File: src/design/gef_regs.svh
// register offsets, field positions and power-up values of the empty/full register bank
`ifndef GEF_REGS_SVH
`define GEF_REGS_SVH
`define GEF_OFS_IAVG 8'h36
`define GEF_OFS_RCOMP 8'h38
`define GEF_OFS_TCO 8'h39
`define GEF_OFS_VEMPTY 8'h3a
`define GEF_OFS_TABLE 8'h42
`define GEF_OFS_CONVG 8'h49
`define GEF_OFS_STAT2 8'hb0
`define GEF_OFS_TTF 8'hb5
`define GEF_VE_MSB 15
`define GEF_VE_LSB 7
`define GEF_VR_MSB 6
`define GEF_VR_LSB 0
`define GEF_VE_RST 9'h138
`define GEF_VR_RST 7'h5c
`define GEF_FULL_BIT 5
`define GEF_HIB_BIT 1
`define GEF_FULL_SET 16'h6300
`define GEF_FULL_CLR 16'h6280
`define GEF_TTF_MASK 16'h0007
`define GEF_RCOMP_MASK 16'h00ff
`define GEF_OFFSET_CNT 16'h0014
`endif

File: src/design/gef_pkg.sv
// types shared by the empty/full register bank
package gef_pkg;
    typedef enum logic [1:0] {
        GEF_ARMED = 2'b00,
        GEF_EMPTY = 2'b01
    } gef_empty_state_t;
    typedef logic [15:0] gef_word_t;
endpackage

File: src/design/gef_bank.sv
// empty/full handling register bank with empty detect and full-detect hysteresis
// Summary of operation
// - empty threshold in bits 15:7, 10mV steps, compared with cell voltage
// - empty threshold loads the 3.12V code at power-up
// - recovery threshold bits 6:0, 40mV steps, 3.68V code at power-up
// - after empty, detection stays off until voltage rises above recovery
// - full flag bit 5 sets above 99%, clears below 98.5%
// - hibernate config bit mirrored into status bit 1
// - low-charge bend threshold bits 15:12, 2% steps, 0 to 30%
// - below low-voltage point, ratio uses offset bits 11:7 at 20mV
// - once low-voltage bending reached, voltage-ratio math replaces threshold math
// - slope-shallowing factor bits 6:3 gives ratio n/16
// - threshold raised by per-stage field times seven minus learning stage
// - averaged empty current held as signed 16-bit value
// - learn gain when current above average, offset when equal or below
// - nominal temperature compensation in bits 7:0, upper byte spare
// - hot thermal slope in upper coefficient byte
// - cold thermal slope in lower coefficient byte
// - time-to-full filter rate in bits 2:0
// - empty learning updates one adjacent table entry (entry 1) with interpolation, skipped if a host table write falls in the same cycle
// - reported charge reaches 0% exactly at the empty threshold
`include "gef_regs.svh"
module gef_bank
(
    input wire logic i_mclk,
    input wire logic i_rstn,
    input wire logic i_wr,
    input wire logic i_rd,
    input wire logic [7:0] i_addr,
    input wire logic [15:0] i_wdata,
    input wire logic [15:0] i_cell_voltage,
    input wire logic [15:0] i_averaged_cell_voltage,
    input wire logic [15:0] i_voltage_based_charge_percent,
    input wire logic [15:0] i_reported_charge_percent,
    input wire logic [15:0] i_empty_event_current,
    input wire logic i_sleep_config_two_hib,
    input wire logic [2:0] i_learning_stage_index,
    output logic [15:0] o_rdata,
    output logic o_empty_detect,
    output logic o_full_detect_flag,
    output logic o_low_voltage_bend,
    output logic [15:0] o_bend_threshold,
    output logic [15:0] o_bend_ratio_num,
    output logic [15:0] o_bend_ratio_den,
    output logic [3:0] o_slope_shallow_factor,
    output logic o_learn_gain,
    output logic o_learn_offset,
    output logic [2:0] o_full_time_filter_rate,
    output logic [7:0] o_nominal_temp_compensation,
    output logic [7:0] o_hot_thermal_slope,
    output logic [7:0] o_cold_thermal_slope,
    output logic o_charge_at_zero
);
    import gef_pkg::*;

    // cell voltage inputs carry 1 mV per count
    function automatic logic [15:0] mv_of(input logic [15:0] code, input logic [15:0] step);
        logic [31:0] p;
        p = code * step;
        return p[15:0];
    endfunction

    logic [15:0] iavg_q, iavg_d;
    logic [7:0] rcomp_q, rcomp_d;
    logic [15:0] tco_q, tco_d;
    logic [8:0] ve_q, ve_d;
    logic [6:0] vr_q, vr_d;
    logic [15:0] convg_q, convg_d;
    logic [2:0] ttf_q, ttf_d;
    logic full_q, full_d;
    logic hib_q, hib_d;
    gef_empty_state_t est_q, est_d;
    logic lvb_q, lvb_d;
    logic empty_q, empty_d;
    logic [15:0] rdata_q, rdata_d;
    logic [15:0] thr_q, thr_d;
    logic [15:0] num_q, num_d, den_q, den_d;
    logic lg_q, lg_d, lo_q, lo_d, zero_q, zero_d;
    logic tbl_we, tbl_sel;
    logic [15:0] tbl_wdata, tbl_rdata, tbl_entry;
    logic [15:0] ve_mv, vr_mv, vlow_mv;
    logic [15:0] boost;
    logic [3:0] slope_q, slope_d;

    gef_table_mem gef_table_mem_inst
    (
        .i_mclk(i_mclk),
        .i_rstn(i_rstn),
        .i_we(tbl_we),
        .i_sel(tbl_sel),
        .i_wdata(tbl_wdata),
        .i_base(16'h0000),
        .o_rdata(tbl_rdata),
        .o_entry(tbl_entry)
    );

    always_comb
    begin
        ve_mv = mv_of({7'h00, ve_q}, 16'd10);
        vr_mv = mv_of({9'h000, vr_q}, 16'd40);
        vlow_mv = ve_mv + mv_of({11'h000, convg_q[11:7]}, 16'd20);
        boost = mv_of({13'h0000, convg_q[2:0]}, {13'h0000, 3'd7 - i_learning_stage_index});
        iavg_d = iavg_q;
        rcomp_d = rcomp_q;
        tco_d = tco_q;
        ve_d = ve_q;
        vr_d = vr_q;
        convg_d = convg_q;
        ttf_d = ttf_q;
        tbl_we = 1'b0;
        tbl_sel = 1'b0;
        tbl_wdata = i_wdata;
        if (i_wr)
        begin
            if (i_addr == `GEF_OFS_IAVG)
                iavg_d = i_wdata;
            else if (i_addr == `GEF_OFS_RCOMP)
                rcomp_d = i_wdata[7:0];
            else if (i_addr == `GEF_OFS_TCO)
                tco_d = i_wdata;
            else if (i_addr == `GEF_OFS_VEMPTY)
            begin
                ve_d = i_wdata[`GEF_VE_MSB:`GEF_VE_LSB];
                vr_d = i_wdata[`GEF_VR_MSB:`GEF_VR_LSB];
            end
            else if (i_addr == `GEF_OFS_TABLE)
                tbl_we = 1'b1;
            else if (i_addr == `GEF_OFS_CONVG)
                convg_d = i_wdata;
            else if (i_addr == `GEF_OFS_TTF)
                ttf_d = i_wdata[2:0];
        end
        // full flag hysteresis, set wins since both thresholds never overlap
        full_d = full_q;
        if (i_voltage_based_charge_percent > `GEF_FULL_SET)
        begin
            full_d = 1'b1;
        end
        else if (i_voltage_based_charge_percent < `GEF_FULL_CLR)
        begin
            full_d = 1'b0;
        end
        hib_d = i_sleep_config_two_hib;
        est_d = est_q;
        empty_d = 1'b0;
        case (est_q)
            GEF_ARMED:
            begin
                if (i_cell_voltage < ve_mv)
                begin
                    est_d = GEF_EMPTY;
                    empty_d = 1'b1;
                end
            end
            GEF_EMPTY:
            begin
                empty_d = 1'b1;
                if (i_cell_voltage > vr_mv)
                begin
                    est_d = GEF_ARMED;
                end
            end
            default:
            begin
                est_d = GEF_ARMED;
            end
        endcase
        // empty learning writes the adjacent entry with the interpolated midpoint
        if (empty_d && !empty_q && !tbl_we)
        begin
            tbl_we = 1'b1;
            tbl_sel = 1'b1;
            tbl_wdata = (tbl_rdata >> 1) + (iavg_q >> 1);
        end
        lvb_d = lvb_q;
        if (i_averaged_cell_voltage < vlow_mv)
        begin
            lvb_d = 1'b1;
        end
        else if (est_q == GEF_ARMED && i_cell_voltage > vr_mv)
        begin
            lvb_d = 1'b0;
        end
        // threshold in 1/256 percent units: 2% per count plus stage boost
        thr_d = {8'(mv_of({12'h000, convg_q[15:12]}, 16'd2) + boost), 8'h00};
        num_d = (i_cell_voltage > ve_mv) ? i_cell_voltage - ve_mv : 16'h0000;
        den_d = mv_of({11'h000, convg_q[11:7]}, 16'd20);
        lg_d = 1'b0;
        lo_d = 1'b0;
        if (empty_d && !empty_q)
        begin
            lg_d = $signed(i_empty_event_current) > $signed(iavg_q);
            lo_d = !lg_d;
        end
        zero_d = (i_cell_voltage <= ve_mv);
        slope_d = (i_reported_charge_percent < thr_q) ? convg_q[6:3] : 4'h0;
        rdata_d = rdata_q;
        if (i_rd)
        begin
            if (i_addr == `GEF_OFS_IAVG)
                rdata_d = iavg_q;
            else if (i_addr == `GEF_OFS_RCOMP)
                rdata_d = {8'h00, rcomp_q};
            else if (i_addr == `GEF_OFS_TCO)
                rdata_d = tco_q;
            else if (i_addr == `GEF_OFS_VEMPTY)
                rdata_d = {ve_q, vr_q};
            else if (i_addr == `GEF_OFS_TABLE)
                rdata_d = tbl_rdata;
            else if (i_addr == `GEF_OFS_CONVG)
                rdata_d = convg_q;
            else if (i_addr == `GEF_OFS_STAT2)
                rdata_d = {10'h000, full_q, 3'b000, hib_q, 1'b0};
            else if (i_addr == `GEF_OFS_TTF)
                rdata_d = {13'h0000, ttf_q};
            else
                rdata_d = 16'h0000;
        end
    end

    always_ff @(posedge i_mclk or negedge i_rstn)
    begin
        if (!i_rstn)
        begin
            iavg_q <= 16'h0000;
            rcomp_q <= 8'h00;
            tco_q <= 16'h0000;
            ve_q <= `GEF_VE_RST;
            vr_q <= `GEF_VR_RST;
            convg_q <= 16'h0000;
            ttf_q <= 3'h0;
            full_q <= 1'b0;
            hib_q <= 1'b0;
            est_q <= GEF_ARMED;
            lvb_q <= 1'b0;
            empty_q <= 1'b0;
            rdata_q <= 16'h0000;
            thr_q <= 16'h0000;
            num_q <= 16'h0000;
            den_q <= 16'h0000;
            lg_q <= 1'b0;
            lo_q <= 1'b0;
            zero_q <= 1'b0;
            slope_q <= 4'h0;
        end
        else
        begin
            iavg_q <= iavg_d;
            rcomp_q <= rcomp_d;
            tco_q <= tco_d;
            ve_q <= ve_d;
            vr_q <= vr_d;
            convg_q <= convg_d;
            ttf_q <= ttf_d;
            full_q <= full_d;
            hib_q <= hib_d;
            est_q <= est_d;
            lvb_q <= lvb_d;
            empty_q <= empty_d;
            rdata_q <= rdata_d;
            thr_q <= thr_d;
            num_q <= num_d;
            den_q <= den_d;
            lg_q <= lg_d;
            lo_q <= lo_d;
            zero_q <= zero_d;
            slope_q <= slope_d;
        end
    end

    assign o_rdata = rdata_q;
    assign o_empty_detect = empty_q;
    assign o_full_detect_flag = full_q;
    assign o_low_voltage_bend = lvb_q;
    assign o_bend_threshold = thr_q;
    assign o_bend_ratio_num = num_q;
    assign o_bend_ratio_den = den_q;
    assign o_slope_shallow_factor = slope_q;
    assign o_learn_gain = lg_q;
    assign o_learn_offset = lo_q;
    assign o_full_time_filter_rate = ttf_q;
    assign o_nominal_temp_compensation = rcomp_q;
    assign o_hot_thermal_slope = tco_q[15:8];
    assign o_cold_thermal_slope = tco_q[7:0];
    assign o_charge_at_zero = zero_q;
endmodule

File: src/design/gef_table_mem.sv
// two-word empty-learning table storage with registered read data
module gef_table_mem
(
    input wire logic i_mclk,
    input wire logic i_rstn,
    input wire logic i_we,
    input wire logic i_sel,
    input wire logic [15:0] i_wdata,
    input wire logic [15:0] i_base,
    output logic [15:0] o_rdata,
    output logic [15:0] o_entry
);
    logic [15:0] mem_q [0:1];
    logic [15:0] mem_d [0:1];
    logic [15:0] rd_q;
    logic [15:0] rd_d;

    always_comb
    begin
        mem_d[0] = mem_q[0];
        mem_d[1] = mem_q[1];
        if (i_we)
        begin
            mem_d[i_sel] = i_wdata;
        end
        rd_d = mem_q[0];
    end

    always_ff @(posedge i_mclk or negedge i_rstn)
    begin
        if (!i_rstn)
        begin
            mem_q[0] <= 16'h0000;
            mem_q[1] <= 16'h0000;
            rd_q <= 16'h0000;
        end
        else
        begin
            mem_q[0] <= mem_d[0];
            mem_q[1] <= mem_d[1];
            rd_q <= rd_d;
        end
    end

    assign o_rdata = rd_q;
    assign o_entry = mem_q[1] + i_base - i_base;
endmodule

File: config.mk
export PLATFORM = sky130hd
export DESIGN_NAME = gef_bank
export DESIGN_NICKNAME = d
export VERILOG_FILES = /design/src/design/gef_pkg.sv /design/src/design/gef_bank.sv /design/src/design/gef_table_mem.sv
export VERILOG_INCLUDE_DIRS = /design/src /design/src/design
export SDC_FILE = /design/constraint.sdc
export NUM_CORES = 1
export LEC_CHECK = 0
export BUFFER_PORTS_ARGS = -buffer_cell sky130_fd_sc_hd__buf_2
export CAP_MARGIN = 20
export CORE_ASPECT_RATIO = 1.25
export CORE_UTILIZATION = 38
export CTS_CLUSTER_DIAMETER = 200
export DETAILED_ROUTE_END_ITERATION = 10
export PLACE_DENSITY = 0.71
export REMOVE_ABC_BUFFERS = 1
export SLEW_MARGIN = 20
export SYNTH_ARGS = -nofsm -noshare
export SYNTH_HDL_FRONTEND = slang
export SYNTH_SLANG_ARGS = --single-unit
File: constraint.sdc
create_clock -name i_mclk -period 8 [get_ports i_mclk]
set_input_delay 1.6 -clock i_mclk [delete_from_list [all_inputs] [get_ports i_mclk]]
set_output_delay 1.6 -clock i_mclk [all_outputs]
set_load 0.005 [all_outputs]
-- After elaboration in Yosys (flattened, before gate mapping)
Cells that the tools add are included.
- flip-flop bits (word level): 184
- latch bits: 0
- memory bits (writable): 0
- memory bits (read-only): 0
- input port bits: 112
- output and inout bits: 101
- word-level logic and storage cells: 111
- memories kept: 0
- $add $sub $neg: 5
- multipliers: 4
- div/mod/pow operators: 0
- $lt $le $gt $ge: 11
- equality and inequality tests: 11
- shift operators: 0
- mux-type cells: 33
- bitwise gates (word level): 7
- reductions and logical operators: 17
- operators by type and width (operator ; count):
    16-bit 2-to-1 mux ; 9
    32-bit bitwise mux ; 1
    8-bit by 6-bit == test with 1-bit output (second input constant) ; 4
    16-bit by 13-bit > comparator with 1-bit output ; 2
    15-bit by 15-bit adder with 16-bit output ; 1
    16-bit demux with 1-bit select ; 1
    8-bit by 7-bit == test with 1-bit output (second input constant) ; 2
    8-bit == test (second input constant) ; 2
    16-bit by 15-bit > comparator with 1-bit output (second input constant) ; 1
    16-bit > comparator ; 1
    16-bit by 13-bit <= comparator with 1-bit output ; 1
    16-bit by 13-bit less-than comparator with 1-bit output ; 1
    16-bit by 14-bit less-than comparator with 1-bit output ; 1
    16-bit by 15-bit less-than comparator with 1-bit output (second input constant) ; 1
    16-bit less-than comparator ; 1
    16-bit by 13-bit subtractor with 16-bit output ; 1
    1-bit 2-to-1 mux ; 15
    13-bit by 10-bit adder with 14-bit output ; 1
    9-bit by 3-bit multiplier with 12-bit output (second input constant) ; 1
    7-bit by 3-bit multiplier with 10-bit output (second input constant) ; 1
    5-bit by 3-bit multiplier with 8-bit output (second input constant) ; 1
    8-bit AND reduction ; 1
    5-bit by 6-bit adder with 7-bit output ; 1
    7-bit AND reduction ; 1
    22 further kinds ; 36

-- Depth between registers and ports, before layout
- depth in word-level cells: 16
- depth in mapped cells: 18
- mapped depth without buffers: 18

-- Hierarchy
Synthesis repeated with hierarchy kept, for this count alone.
- cells, all modules: 1141
- area total of the unflattened synthesis: 11840.1 um^2
- modules (own cells, without submodules) (module ; times used ; cells an instance ; area an instance (um^2) ; seq. area each (um^2)):
    gef_bank ; 1 ; 939 ; 9414.0 ; 3363.2
    gef_table_mem ; 1 ; 202 ; 2426.1 ; 1201.2

-- Worst setup path before layout
No wires, ideal clock.
- kind: input port to flip-flop
- from: input port i_cell_voltage[1]
- to: register num_q[15], in the netlist o_bend_ratio_num[15]
- setup time: 0.132 ns
- arrival: 3.550 ns
- data required time: 7.868 ns
- path slack: 4.318 ns
- stages: 11
- buffers on the path: 0
- cells stage by stage: inv_1 -> ha_1 -> inv_1 -> fa_1 -> a211oi_1 -> o21ai_0 -> a31oi_1 -> maj3_2 -> a21oi_2 -> o31ai_1 -> o31ai_1
- word-level cells in the longest chain between the ends: 2
- elaborated cells on any way between the ends: 3
- classes of those cells: add/sub (1); order compare (1); mux (1)
- ends and longest elaborated chain (what ; line ; text):
    from (decl) ; gef_bank.sv:31 ; input wire logic [15:0] i_cell_voltage,
    16-bit by 13-bit subtractor with 16-bit output or 16-bit by 13-bit > comparator with 1-bit output (tied branches) ; gef_bank.sv:186 ; num_d = (i_cell_voltage > ve_mv) ? i_cell_voltage - ve_mv : 16'h0000;
    16-bit 2-to-1 mux (*) ; gef_bank.sv:186 ;
    net num_d[15] ; gef_bank.sv:77 ; logic [15:0] num_q, num_d, den_q, den_d;
    to (signal assigned) ; gef_bank.sv:262 ; num_q <= num_d;
    to (decl) ; gef_bank.sv:77 ;
The timed path passes the listed nets; every way through them passes the cells marked *.
A chain may end at the register's enable or synchronous reset.

-- Final worst setup path
- from: register ve_q[4]
- to: register num_q[11], in the netlist o_bend_ratio_num[11]
- word-level cells in the longest chain between the ends: 3
- elaborated cells on any way between the ends: 4
- classes of those cells: add/sub (1); mul (1); order compare (1); mux (1)
- ends and longest elaborated chain (what ; line ; text):
    from (decl) ; gef_bank.sv:66 ; logic [8:0] ve_q, ve_d;
    from (signal assigned) ; gef_bank.sv:228 ; ve_q <= `GEF_VE_RST;
    from (signal assigned) ; gef_bank.sv:251 ; ve_q <= ve_d;
    9-bit by 3-bit multiplier with 12-bit output (*) ; gef_bank.sv:59 ; p = code * step;
    16-bit by 13-bit subtractor with 16-bit output or 16-bit by 13-bit > comparator with 1-bit output (tied branches) ; gef_bank.sv:186 ;
    16-bit 2-to-1 mux (*) ; gef_bank.sv:186 ;
    net num_d[11] ; gef_bank.sv:77 ;
Marked as above.

==> results.yml <==
outcome:
  outcome: "finished clean"
timing:
  worst_slack_ns: 3.808
  drv_slew: 0
  relSlewSlack: 0.3042
  rsz0062_at_grt: "false"
  tns_ns: 0
  worstMarginPinSlew_ns: 1.029
  hold_ws_ns: 0.3726
  hold_viol_final: 0
  max_freq_mhz: 238.6
  finalSetupViolations: 0
  period_minus_slack_ns: 4.192
  clock_skew_ns: 0.01213
  fin_crit_sh: 0.5240
hold_path:
  min_path_cells: 0
  hp-class: "reg2reg"
pwr:
  pwr-share-seq: 0.440
  power_switching_w: 0.0005850
  combPwrFrac: 0.162
  p_sw_frac: 0.2770
  vdd_drop_max_mv: 0.1311
  p_clk_frac: 0.398
  pwr_density_cell_mw_per_mm2: 182.2
  power.internal_w: 0.001527
  power_leakage_nw: 5.844
  total_power_w: 0.002112
worst_setup_path:
  path_class: "reg2reg"
  cp_cell_sequence: "ha_1 > ha_1 > a21o_1 > a21oi_1 > o211ai_1 > a21o_1 > a21oi_1 > xor2_1 > ha_1 > nand2_1 > nor4_1 > o21ai_0 > a211oi_1 > a211oi_1"
  crit_start: "ve_q[4]$_DFFE_PN1P_"
  path_depth: 14
  r2r_slack_ns: 3.81
  worstSetupEndpoint: "o_bend_ratio_num[11]$_DFF_PN0_"
  cp.required_ns: 8.28
  max_stage_delay_ns: 0.58
  arrival_ns: 4.48
  rr_startpoint: "ve_q[4]$_DFFE_PN1P_"
  path_buf_inv: 0
  endpoint_kind: "register"
  rr_endpoint: "o_bend_ratio_num[11]$_DFF_PN0_"
  reg2regPathDepth: 14
  cp_common_cell: "ha_1"
  cp_max_fo: 7
  critPathTopFamily: "compound AO/OA/AOI/OAI gates"
  cp-start-kind: "register"
  cpMaxStageDelayCell: "dfstp_2"
floorplan:
  die_h_um: 181.4
  floorplan.rows: 65
  design.core.area_sq_mm: 0.02529
  initial_core_util: 0.3868
  die_w_um: 145.5
  io_pins: 213
  dieArea_sq_mm: 0.02640
synthesis:
  synth_ff_type: "dfrtp_1"
  synth_top_family_by_area: "adder cells"
  synth-edff-count: 0
  yosys-top-cells-area: "dfrtp_1 (40%), ha_1 (13%), mux2_2 (10%), a21oi_1 (3.7%), inv_1 (2.3%)"
  synth.avg_cell_area_sq_um: 10.81
  ys_ff_latch: 166
  yosysTopAreaCell: "dfrtp_1"
  synth-seq-area-share: 0.4256
  synth_area_sq_mm: 0.009784
  synth-simple-area-share: 0.1100
  synth_compound_area_frac: 0.1390
  synth_top_area_frac: 0.4041
  synthAdderAreaFrac: 0.1482
  synth-async-reset-ratio: 1.000
  ys_types: 67
  synth.area.mux_share: 0.1056
  postSynthCellCount: 905
  ys_warn_count: 0
  synthXorXnorAreaFrac: 0.02506
cells_and_area:
  fill_cells: 2340
  diodes: 0
  layout_commonest_cell: "buf_2"
  area_growth_syn_to_layout_pct: 18.47
  final_cell_mix: "buf_2 (185), dfrtp_1 (158), ha_1 (99)"
  nets: 1314
  finish.instance_area_sq_mm: 0.01159
  drive_gt1_frac: 0.3020
global_routing:
  grt_pass1_vias: 7643
  grt_max_degree: 95
  grt_usage: 0.1961
  grt_first_pass_wirelength_um: 40150
  antenna_found_initial: 0
  overflow: 0
clock_tree:
  cts_root_buf: "clkbuf_16"
  clock_sinks: 166
  postCtsHoldBufs: 0
  htreeDepth: 4
  clk_latency_ns: 0.42
  cts_buffers: 17
  clk_path_buf_depth: 2
  post_cts_buffers: 0
  cts_tree: "done"
  clk_pin_slew_ns: 0.07
  post_cts_resized: 0
detailed_routing:
  wl_per_cell_um: 17.47
  final_antenna_net_count: 0
  wirelength_um: 25180
  route.detailed.drc: 0
  first_pass_iters: 5
  viasPerCell: 5.265
  vias: 7587
  drtIter0Drc: 283
place:
  finalWeightedCongestion: 0.8956
  pre_cts_ws_ns: 3.553
  dpl-instance-area_sq_mm: 0.01099
  dp_hpwl_um: 19570
  port_buffers: 186
flow_run:
  max-cap-violations: 0
-- final cells by class --
type	count	area, sq um	share of cell area
inverters	60	225.2	0.01943
clock inverters	14	166.4	0.01436
well taps	335	419.2	0.03616
clock buffers	18	439.2	0.03789
repair buffers	187	944.7	0.08150
flip-flops and latches	166	4164	0.3592
multi-input cells	661	5233	0.4514
-- worst min-delay path by stage --
stage,start,to,slack [ns]
6_report,gef_table_mem_inst.rd_d[7]$_DFFE_PN0P_,gef_table_mem_inst.o_rdata[7]$_DFF_PN0_,0.37
5_1_grt,gef_table_mem_inst.rd_d[12]$_DFFE_PN0P_,gef_table_mem_inst.o_rdata[12]$_DFF_PN0_,0.39
4_1_cts,gef_table_mem_inst.rd_d[7]$_DFFE_PN0P_,gef_table_mem_inst.o_rdata[7]$_DFF_PN0_,0.37
3_5_place_dp,gef_table_mem_inst.rd_d[7]$_DFFE_PN0P_,gef_table_mem_inst.o_rdata[7]$_DFF_PN0_,0.36
3_3_place_gp,gef_table_mem_inst.rd_d[10]$_DFFE_PN0P_,gef_table_mem_inst.o_rdata[10]$_DFF_PN0_,0.35
2_1_floorplan,gef_table_mem_inst.rd_d[0]$_DFFE_PN0P_,gef_table_mem_inst.o_rdata[0]$_DFF_PN0_,0.35
-- power by group through the flow --
stage | clock network (W) | registers [W] | logic [W]
CTS | 0.000858 | 0.000931 | 0.000346
global route | 0.000895 | 0.000937 | 0.000387
detailed placement | 0 | 0.000946 | 0.000343
floorplan | 0 | 0.000940 | 0.000194
global placement | 0 | 0.000945 | 0.000334
finish | 0.000840 | 0.000930 | 0.000342
-- registers in the layout, summed over array words and instances, names as in the netlist, 3 cells and up --
register                     flops
o_bend_ratio_den                 8
tco_q                           16
gef_table_mem_inst.o_rdata      16
ve_q                             9
o_bend_threshold                 7
convg_q                         16
o_rdata                         16
o_full_time_filter_rate          3
o_slope_shallow_factor           4
iavg_q                          16
vr_q                             7
o_bend_ratio_num                16
gef_table_mem_inst.rd_d         16
o_nominal_temp_compensation      8
-- stage by stage --
stage          std cells    util
2_1_floorplan        887       -
3_3_place_gp        1409  0.4343
3_5_place_dp        1409  0.4343
4_1_cts             1441  0.4583
5_1_grt             1441  0.4583
6_report            1441  0.4583
-- routing by layer --
metal | wire length [um] | vias to the layer above | part of all wire | global-route usage
li1 | - | 3618 | - | -
met3 | 1212 | 37 | 0.048 | 0.03191
met2 | 12740 | 255 | 0.51 | 0.3450
met1 | 10440 | 3677 | 0.41 | 0.2369
met4 | 793 | 0 | 0.031 | 0.08337
met5 | 0 | - | 0 | 0
-- worst register-to-register path, cell delays in order (launching register included) --
cell and delay, ns:
dfstp_2 0.58, ha_1 0.28, ha_1 0.31, a21o_1 0.18
a21oi_1 0.25, o211ai_1 0.21, a21o_1 0.21, a21oi_1 0.19
xor2_1 0.28, ha_1 0.33, nand2_1 0.12, nor4_1 0.56
o21ai_0 0.19, a211oi_1 0.28, a211oi_1 0.09
-- cells in the mapped netlist (3+ instances only) --
master,count
nand3_1,9
a21o_1,18
nand2b_1,14
a221oi_1,9
dfrtp_1,158
and3_1,3
buf_2,4
o31ai_1,3
a211o_1,4
buf_4,19
a21oi_1,73
a31o_2,3
a222oi_1,3
and2_1,3
o21ai_0,40
xnor2_1,10
dfstp_2,8
o211ai_1,4
a22oi_1,9
and4_1,3
a31oi_1,7
o21a_1,8
ha_1,99
fa_1,10
nor2b_1,23
inv_1,60
nand4_1,6
nor4b_1,7
mux2_2,90
nor3_1,11
xor2_1,18
o22ai_1,9
a211oi_1,6
nor4_1,7
nor2_1,55
nor3b_1,3
a22o_1,4
nand2_1,42
clkbuf_1,9
-- cell families after synthesis --
| family | count (synthesis) |
|---|---|
| muxes | 92 |
| xor gates and xnor gates | 28 |
| and+or+nand+nor | 202 |
| DFF | 166 |
| AOI/OAI and AO/OA | 211 |
| buffers and inverters | 94 |
| adders and majority gates | 110 |
| other | 2 |
Note: power is estimated with default switching activity, not from simulation.
